[src/hdl/emss_defs.svh]
// timing counts, field widths and reset values for the mac scheduling and shaping block
// assumes the includer compiles it once per unit; guarded against double inclusion
`ifndef EMSS_DEFS_SVH
`define EMSS_DEFS_SVH
`define EMSS_CLK_PERIOD_NS 40
`define EMSS_RST_SEQ_NS 400
`define EMSS_RST_SEQ_CYCLES ((`EMSS_RST_SEQ_NS + `EMSS_CLK_PERIOD_NS - 1) / `EMSS_CLK_PERIOD_NS)
`define EMSS_MIN_LEFTOVER_PTP 8
`define EMSS_GCL_DEPTH 8
`define EMSS_TIME_W 32
`define EMSS_GATE_W 8
`define EMSS_CREDIT_W 32
`define EMSS_IPG_BYTES 12
`define EMSS_FIFO_DEPTH 32
`define EMSS_GATES_RESET 8'hff
`endif

[src/hdl/emss_pkg.sv]
// types shared by the scheduling and shaping block
// assumes emss_defs.svh is compiled alongside
package emss_pkg;
  typedef enum logic [1:0] {
    EMSS_RST_IDLE,
    EMSS_RST_CORE,
    EMSS_RST_WAIT_LINK
  } emss_rst_state_t;
  typedef enum logic [1:0] {
    EMSS_GCL_OFF,
    EMSS_GCL_WAIT_BASE,
    EMSS_GCL_RUN,
    EMSS_GCL_HOLD
  } emss_gcl_state_t;
  typedef enum logic [1:0] {
    EMSS_TX_IDLE,
    EMSS_TX_FRAME,
    EMSS_TX_GAP
  } emss_tx_state_t;
endpackage

[src/hdl/emss_fifo.sv]
// synchronous fifo with valid and ready on both sides
// assumes one clock and an asynchronous active low reset
module emss_fifo #(
  parameter int WIDTH = 9,
  parameter int DEPTH = 32
) (
  // clock and reset
  input wire logic core_clk_in,
  input wire logic rst_n_in,
  // fill side
  input wire logic in_valid_in,
  input wire logic [WIDTH-1:0] in_data_in,
  output logic in_ready_out,
  // drain side
  output logic out_valid_out,
  output logic [WIDTH-1:0] out_data_out,
  input wire logic out_ready_in
);
  timeunit 1ns;
  timeprecision 1ps;
  localparam int AW = $clog2(DEPTH);
  logic [WIDTH-1:0] mem [DEPTH];
  logic [AW-1:0] wr_ptr;
  logic [AW-1:0] rd_ptr;
  logic [AW:0] count;
  wire push = in_valid_in && in_ready_out;
  wire pop = out_valid_out && out_ready_in;
  assign in_ready_out = (count != DEPTH[AW:0]);
  assign out_valid_out = (count != '0);
  assign out_data_out = mem[rd_ptr];
  always_ff @(posedge core_clk_in) begin
    if (push) begin
      mem[wr_ptr] <= in_data_in;
    end
  end
  always_ff @(posedge core_clk_in or negedge rst_n_in) begin
    if (!rst_n_in) begin
      wr_ptr <= '0;
      rd_ptr <= '0;
      count <= '0;
    end else begin
      if (push) begin
        wr_ptr <= (wr_ptr == AW'(DEPTH - 1)) ? '0 : wr_ptr + 1'b1;
      end
      if (pop) begin
        rd_ptr <= (rd_ptr == AW'(DEPTH - 1)) ? '0 : rd_ptr + 1'b1;
      end
      count <= count + (AW+1)'(push) - (AW+1)'(pop);
    end
  end
endmodule

[src/hdl/emss_top.sv]
// soft reset sequencing, gate control list scheduler and credit based shaper of a mac transmit path
// assumes ptp time arrives in the core clock domain as a nanosecond counter; the link phy sits after tx bytes
`include "emss_defs.svh"

module emss_top #(
  parameter int DEPTH = `EMSS_GCL_DEPTH,
  parameter int TW = `EMSS_TIME_W,
  parameter int GW = `EMSS_GATE_W,
  parameter int CW = `EMSS_CREDIT_W,
  parameter int FIFO_DEPTH = `EMSS_FIFO_DEPTH
) (
  // clock and reset
  input wire logic core_clk_in,
  input wire logic rst_n_in,
  // soft reset control
  input wire logic soft_reset_set_in,
  input wire logic rmii_mode_in,
  input wire logic port_select_bit_in,
  input wire logic speed_select_bit_in,
  output logic soft_reset_bit_out,
  output logic mac_core_reset_out,
  // scheduler configuration
  input wire logic scheduled_traffic_enh_in,
  input wire logic [TW-1:0] base_time_value_in,
  input wire logic [TW-1:0] cycle_time_value_in,
  input wire logic [$clog2(DEPTH+1)-1:0] gcl_length_in,
  input wire logic gcl_wr_in,
  input wire logic [$clog2(DEPTH)-1:0] gcl_wr_addr_in,
  input wire logic [TW-1:0] gate_row_interval_in,
  input wire logic [GW-1:0] gcl_gates_in,
  input wire logic [TW-1:0] ptp_time_in,
  // scheduler status
  output logic [GW-1:0] gate_state_out,
  output logic [TW-1:0] loop_start_out,
  output logic [TW-1:0] gcl_exec_time_out,
  output logic [15:0] loop_count_out,
  // shaper configuration and status
  input wire logic [CW-1:0] idle_slope_in,
  input wire logic [CW-1:0] send_slope_in,
  output logic signed [CW-1:0] credit_out,
  // transmit queue stream, last marks the final fcs byte
  input wire logic tq_valid_in,
  input wire logic [7:0] tq_data_in,
  input wire logic tq_last_in,
  output logic tq_ready_out,
  // transmit bytes toward the phy side
  output logic tx_valid_out,
  output logic [7:0] tx_data_out,
  output logic tx_last_out,
  input wire logic tx_ready_in
);
  timeunit 1ns;
  timeprecision 1ps;
  localparam int RW = $clog2(DEPTH);
  localparam int LW = $clog2(DEPTH+1);
  localparam logic [7:0] RST_CYC = 8'(`EMSS_RST_SEQ_CYCLES);
  localparam logic [TW-1:0] MIN_LEFT = TW'(`EMSS_MIN_LEFTOVER_PTP);
  localparam logic [3:0] IPG = 4'(`EMSS_IPG_BYTES);

  // soft reset: the link half of the sequence needs the port or the speed bit rewritten in rmii mode
  emss_pkg::emss_rst_state_t rst_state;
  logic [7:0] rst_cnt;
  logic ps_q;
  logic fes_q;
  logic link_seen;
  wire link_cfg_written = (port_select_bit_in != ps_q) || (speed_select_bit_in != fes_q);
  always_ff @(posedge core_clk_in or negedge rst_n_in) begin
    if (!rst_n_in) begin
      rst_state <= emss_pkg::EMSS_RST_IDLE;
      rst_cnt <= '0;
      ps_q <= 1'b0;
      fes_q <= 1'b0;
      link_seen <= 1'b0;
    end else begin
      ps_q <= port_select_bit_in;
      fes_q <= speed_select_bit_in;
      // a port or speed write during the core half is kept, so an early write cannot leave the bit stuck
      link_seen <= (rst_state != emss_pkg::EMSS_RST_IDLE) && (link_seen || link_cfg_written);
      case (rst_state)
        emss_pkg::EMSS_RST_IDLE: begin
          if (soft_reset_set_in) begin
            rst_state <= emss_pkg::EMSS_RST_CORE;
            rst_cnt <= RST_CYC;
          end
        end
        emss_pkg::EMSS_RST_CORE: begin
          if (rst_cnt > 8'h01) begin
            rst_cnt <= rst_cnt - 8'h01;
          end else if (rmii_mode_in) begin
            rst_state <= emss_pkg::EMSS_RST_WAIT_LINK;
          end else begin
            rst_state <= emss_pkg::EMSS_RST_IDLE;
          end
        end
        emss_pkg::EMSS_RST_WAIT_LINK: begin
          if (link_cfg_written || link_seen) begin
            rst_state <= emss_pkg::EMSS_RST_IDLE;
          end
        end
        default: rst_state <= emss_pkg::EMSS_RST_IDLE;
      endcase
    end
  end
  assign soft_reset_bit_out = (rst_state != emss_pkg::EMSS_RST_IDLE);
  assign mac_core_reset_out = (rst_state == emss_pkg::EMSS_RST_CORE);

  // gate control list storage
  logic [TW-1:0] row_int [DEPTH];
  logic [GW-1:0] row_gate [DEPTH];
  always_ff @(posedge core_clk_in) begin
    if (gcl_wr_in) begin
      row_int[gcl_wr_addr_in] <= gate_row_interval_in;
      row_gate[gcl_wr_addr_in] <= gcl_gates_in;
    end
  end

  // sum of valid row intervals
  function automatic logic [TW-1:0] list_sum(input logic [LW-1:0] len);
    logic [TW-1:0] s;
    s = '0;
    for (int i = 0; i < DEPTH; i++) begin
      if (LW'(i) < len) begin
        s = s + row_int[i];
      end
    end
    return s;
  endfunction

  emss_pkg::emss_gcl_state_t gcl_state;
  logic [RW-1:0] row;
  logic [TW-1:0] loop_base;
  logic [TW-1:0] row_end;
  logic [GW-1:0] gates;
  logic [15:0] loops;
  logic [TW-1:0] exec_time;
  wire sched_on = scheduled_traffic_enh_in && !soft_reset_bit_out && (gcl_length_in != '0);
  wire [TW-1:0] cycle_end = loop_base + cycle_time_value_in;
  wire cycle_hit = (ptp_time_in - loop_base) >= cycle_time_value_in;
  wire row_hit = (ptp_time_in - loop_base) >= (row_end - loop_base);
  wire last_row = (LW'(row) + 1'b1) >= gcl_length_in;
  wire [TW-1:0] next_row_end = row_end + row_int[RW'(row + 1'b1)];
  // leftover below the guard is still one loop: the base is advanced only on the cycle hit
  wire [TW-1:0] leftover = cycle_end - row_end;
  wire short_leftover = (leftover < MIN_LEFT);

  always_ff @(posedge core_clk_in or negedge rst_n_in) begin
    if (!rst_n_in) begin
      gcl_state <= emss_pkg::EMSS_GCL_OFF;
      row <= '0;
      loop_base <= '0;
      row_end <= '0;
      gates <= `EMSS_GATES_RESET;
      loops <= '0;
      exec_time <= '0;
    end else if (!sched_on) begin
      gcl_state <= emss_pkg::EMSS_GCL_OFF;
      gates <= `EMSS_GATES_RESET;
    end else begin
      case (gcl_state)
        emss_pkg::EMSS_GCL_OFF: begin
          loop_base <= base_time_value_in;
          loops <= '0;
          gcl_state <= emss_pkg::EMSS_GCL_WAIT_BASE;
        end
        emss_pkg::EMSS_GCL_WAIT_BASE: begin
          if ($signed(ptp_time_in - loop_base) >= 0) begin
            row <= '0;
            row_end <= loop_base + row_int[0];
            gates <= row_gate[0];
            exec_time <= loop_base + list_sum(gcl_length_in);
            gcl_state <= emss_pkg::EMSS_GCL_RUN;
          end
        end
        emss_pkg::EMSS_GCL_RUN, emss_pkg::EMSS_GCL_HOLD: begin
          if (cycle_hit) begin
            loop_base <= cycle_end;
            loops <= loops + 16'h0001;
            row <= '0;
            row_end <= cycle_end + row_int[0];
            gates <= row_gate[0];
            exec_time <= cycle_end + list_sum(gcl_length_in);
            gcl_state <= emss_pkg::EMSS_GCL_RUN;
          end else if (gcl_state == emss_pkg::EMSS_GCL_RUN && row_hit) begin
            if (last_row || short_leftover) begin
              gcl_state <= emss_pkg::EMSS_GCL_HOLD;
            end else begin
              row <= row + 1'b1;
              row_end <= next_row_end;
              gates <= row_gate[RW'(row + 1'b1)];
            end
          end
        end
        default: gcl_state <= emss_pkg::EMSS_GCL_OFF;
      endcase
    end
  end
  assign gate_state_out = gates;
  assign loop_start_out = loop_base;
  assign gcl_exec_time_out = exec_time;
  assign loop_count_out = loops;

  // transmit path: queue fifo, then shaper gate on gate bit 0
  logic fq_valid;
  logic [8:0] fq_data;
  logic fq_ready;
  emss_fifo #(.WIDTH(9), .DEPTH(FIFO_DEPTH)) u_fifo (
    .core_clk_in(core_clk_in),
    .rst_n_in(rst_n_in),
    .in_valid_in(tq_valid_in),
    .in_data_in({tq_last_in, tq_data_in}),
    .in_ready_out(tq_ready_out),
    .out_valid_out(fq_valid),
    .out_data_out(fq_data),
    .out_ready_in(fq_ready)
  );

  emss_pkg::emss_tx_state_t tx_state;
  logic signed [CW-1:0] credit;
  logic [3:0] gap_cnt;
  logic out_valid;
  logic [7:0] out_data;
  logic out_last;
  wire start_ok = gates[0] && !credit[CW-1] && !mac_core_reset_out;
  wire out_free = !out_valid || tx_ready_in;
  assign fq_ready = out_free && ((tx_state == emss_pkg::EMSS_TX_FRAME) ||
                    (tx_state == emss_pkg::EMSS_TX_IDLE && start_ok));
  wire byte_go = fq_valid && fq_ready;
  wire pending = fq_valid || out_valid;

  always_ff @(posedge core_clk_in or negedge rst_n_in) begin
    if (!rst_n_in) begin
      tx_state <= emss_pkg::EMSS_TX_IDLE;
      credit <= '0;
      gap_cnt <= '0;
      out_valid <= 1'b0;
      out_data <= '0;
      out_last <= 1'b0;
    end else begin
      if (byte_go) begin
        out_valid <= 1'b1;
        out_data <= fq_data[7:0];
        out_last <= fq_data[8];
      end else if (tx_ready_in) begin
        out_valid <= 1'b0;
      end
      case (tx_state)
        emss_pkg::EMSS_TX_IDLE: begin
          if (byte_go) begin
            credit <= credit - $signed(send_slope_in);
            tx_state <= fq_data[8] ? emss_pkg::EMSS_TX_GAP : emss_pkg::EMSS_TX_FRAME;
            gap_cnt <= IPG;
          end else if (pending) begin
            credit <= credit + $signed(idle_slope_in);
          end else if (credit > 0) begin
            credit <= '0;
          end
        end
        emss_pkg::EMSS_TX_FRAME: begin
          if (byte_go) begin
            credit <= credit - $signed(send_slope_in);
            if (fq_data[8]) begin
              tx_state <= emss_pkg::EMSS_TX_GAP;
              gap_cnt <= IPG;
            end
          end
        end
        emss_pkg::EMSS_TX_GAP: begin
          credit <= credit + $signed(idle_slope_in);
          if (gap_cnt <= 4'h1) begin
            tx_state <= emss_pkg::EMSS_TX_IDLE;
          end else begin
            gap_cnt <= gap_cnt - 4'h1;
          end
        end
        default: tx_state <= emss_pkg::EMSS_TX_IDLE;
      endcase
    end
  end
  assign credit_out = credit;
  assign tx_valid_out = out_valid;
  assign tx_data_out = out_data;
  assign tx_last_out = out_last;
endmodule

[config.mk]
export PLATFORM = sky130hd
export DESIGN_NAME = emss_top
export DESIGN_NICKNAME = d
export VERILOG_FILES = /design/src/hdl/emss_pkg.sv /design/src/hdl/emss_fifo.sv /design/src/hdl/emss_top.sv
export VERILOG_INCLUDE_DIRS = /design/src /design/src/hdl
export SDC_FILE = /design/constraint.sdc
export NUM_CORES = 2
export LEC_CHECK = 0
export ABC_AREA = 1
export BUFFER_PORTS_ARGS = -buffer_cell sky130_fd_sc_hd__buf_2
export CORE_ASPECT_RATIO = 1.2
export CORE_MARGIN = 1.5
export CORE_UTILIZATION = 60
export DETAILED_ROUTE_END_ITERATION = 10
export PLACE_DENSITY = 0.85
export SYNTH_ARGS = -nofsm -noshare
export SYNTH_HDL_FRONTEND = slang
export SYNTH_SLANG_ARGS = --single-unit
[constraint.sdc]
create_clock -name core_clk_in -period 12.6 [get_ports core_clk_in]
set_input_delay 1.89 -clock core_clk_in [delete_from_list [all_inputs] [get_ports core_clk_in]]
set_output_delay 1.89 -clock core_clk_in [all_outputs]
set_load 0.005 [all_outputs]
==> metrics.csv <==
metric,value,unit
first-pass GRT wire length,357,mm
Post-Synth XOR/XNOR Area,4.78,%
antenna violations before repair,11,
vias after detailed routing,66000,
drc violations,0,
Setup crit start kind,input pin,
Die W,300,um
Worst Reg-to-Reg Cells,72,
CTS buffer count,85,
Synth Instances,7964,
port bufs,358,
Placer Congestion,1.03,
Yosys reg bits,810,
Routed Antenna Nets,0,
post-synthesis compound-gate area fraction,19.4,%
Reg2Reg Launch Point,row_int[0][1],
WHS Path Cells,2,
Post-synth top flop,edfxtp_1,
grt ovf,0,
synthesized cell area,0.0634,sq mm
Detailed Routing Iterations Pass 1,7,
critical path peak fanout,5,
vias in the first global route,63200,
Core ar.,0.105,sq mm
most frequent cells in the layout,"nand2_1, buf_4, inv_1",
Worst-path clk slew,0.07,ns
Max clock buf depth,3,
Clock Sinks,810,
distinct cell type count after synthesis,73,
mux share of post-synthesis cell area,0.0158,%
Tightest Pin Transition,1.20,ns
post-synthesis simple-gate area fraction,19.5,%
pre-CTS setup slack,-0.957,ns
Final nets,9995,
Fmax achieved,78.8,MHz
Synth warnings,0,
DR iter-0 viols,8126,
largest family of logic cells by synthesized area,simple AND/OR/NAND/NOR gates,
crit path from,gcl_length_in[2],
worst hold path type,register to register,
outcome,"finished, violations left",
setup violators final,1,
Final Core Density,75.5,%
Pins Over Slew Limit,0,
routed wire length,243,mm
failing checks,negative setup slack,
routed vias/inst,6.24,
multi-input logic area,0.0387,sq mm
VDD IR-drop max,0.206,mV
final critical-path required period,12.70,ns
Critical Path RT,13.23,ns
Total GRT Usage,42.9,%
TritonCTS clock tree,done,
RSZ-0062 raised after global routing,true,
Initial Utilization,60.5,%
hold buffers post-CTS,0,
average cell area after synthesis,7.96,sq um
worst-skew pair later-pin latency,0.74,ns
largest net degree at the start of global routing,184,
die area,0.108,sq mm
"EDFF count, synth",608,
I/O Pins,359,
maxcap violations,0,
DP Wirelength,178,mm
synthesized net count,8838,
Fillers,7492,
clk_skew,0.0664,ns
Worst path max stage delay,0.45,ns
Rel. slew slack,19.8,%
post-synthesis sequential area ratio,36.8,%
ys async rst share,24.9,%
Final Hold Viols,0,
reg-to-reg endpoint,gcl_exec_time_out[31],
Worst Setup End Kind,register,
slack of the critical path,-0.0953,ns
crit path capture,gcl_exec_time_out[31],
Post-Synth Adder-Cell Area,13.0,%
leakage power,35.7,nW
Avg WL per Cell,22.9,um
Root Driver,clkbuf_16,
reg2reg setup slack,0.75,ns
DIE HEIGHT,359,um
pwr dens,221,mW/mm^2
final period utilization,101,%
share of cells above drive strength 1,22.2,%
H-tree depth,3,
register area,0.0233,sq mm
Critical Path AT,13.32,ns
row count,130,
"commonest non-fill, non-tap cell in the layout",nand2_1,
slowest CP cell,ha_2,
Setup Crit Path Kind,input pin to register,
Area Overhead vs Synth,24.7,%
-- sequential cells by signal (all words and copies together), names as in the netlist, 16 cells and up --
signal,cells
row_end,32
row_gate,64
gcl_exec_time_out,32
loop_start_out,32
credit_out,32
loop_count_out,16
row_int,256
u_fifo.mem,288
-- metrics by stage --
step	instances	hold WS (ns)	setup TNS, ns	power, mW	instance area, sq um
final	10600	0.468	-0.0953	17.5	79000
after global routing	10600	0.500	-3.72	18.4	79000
after CTS	10500	0.465	-0.0281	16.0	76600
after detailed placement	10400	0.459	-10.11	13.1	73300
after global placement	10400	0.453	-5.52	12.9	73300
after floorplan	7964	0.453	-0.0233	8.56	63900
-- synthesized netlist by cell type, drive strengths merged, types with 74 or more instances --
master	count	share of area [%]
o221ai	86	1.2
a31oi	160	1.6
a21oi	749	6.0
buf	74	0.63
ha	631	12
nand3	401	3.3
nand2	1630	9.7
nor2	638	3.8
xnor2	135	1.9
clkbuf	154	0.91
dfrtp	194	7.7
o21ai	787	6.4
edfxtp	608	29
xor2	210	2.9
nor3	96	0.76
inv	839	5.0
-- timing repair --
item,4_1_cts,5_1_grt
gates resized for setup,38,414
cloned,0,0
buffers inserted,6,41
setup endpoints to repair,8,17
pin swaps,10,114
-- worst max-delay path, delay by kind of cell --
family / cells / cell delay (ns)
buf+inv: 11 / 1.19
compound gates: 17 / 2.43
mux: 1 / 0.14
fa+ha+maj: 9 / 2.54
xor+xnor: 6 / 0.91
simple gates: 32 / 4.19
-- layout make-up --
cell class	instances	share of cell area, %
Antenna cell	9	0.0285
Clock inverter	54	1.02
Tap cell	1386	2.19
Sequential cell	810	29.5
Clock buffer	104	2.88
Multi-Input combinational cell	6082	49.0
Timing Repair Buffer	1298	11.3
Inverter	844	4.02
-- worst min-delay path by stage --
stage,startpoint,to
final,gate_state_out[7],gate_state_out[7]
after detailed placement,gate_state_out[7],gate_state_out[7]
after CTS,gate_state_out[7],gate_state_out[7]
after global routing,gate_state_out[7],gate_state_out[7]
after global placement,gate_state_out[2],gate_state_out[2]
after floorplan,gate_state_out[1],gate_state_out[1]
-- layer usage --
metal / up-vias / track usage (%) / wire (um)
met5: - / 0 / 13
li1: 30100 / - / -
met1: 30900 / 55.9 / 91300
met3: 780 / 8.63 / 28900
met4: 2 / 20.3 / 13700
met2: 4214 / 68.3 / 109000
-- report_power, final --
group          switching [mW]  internal [mW]  leakage, nW  total (mW)
Combinational            6.03           5.41         26.3        11.4
Clock                    1.22           1.60         1.47        2.82
Sequential              0.159           3.04         8.00        3.20
-- logic make-up after synthesis --
family	after synthesis
AOI/OAI and AO/OA	2130
xor gates and xnor gates	345
adders and majority gates	648
buffers and inverters	1072
DFF	810
muxes	1
and+or+nand+nor	2958
Power figures use the tool's default switching activity.
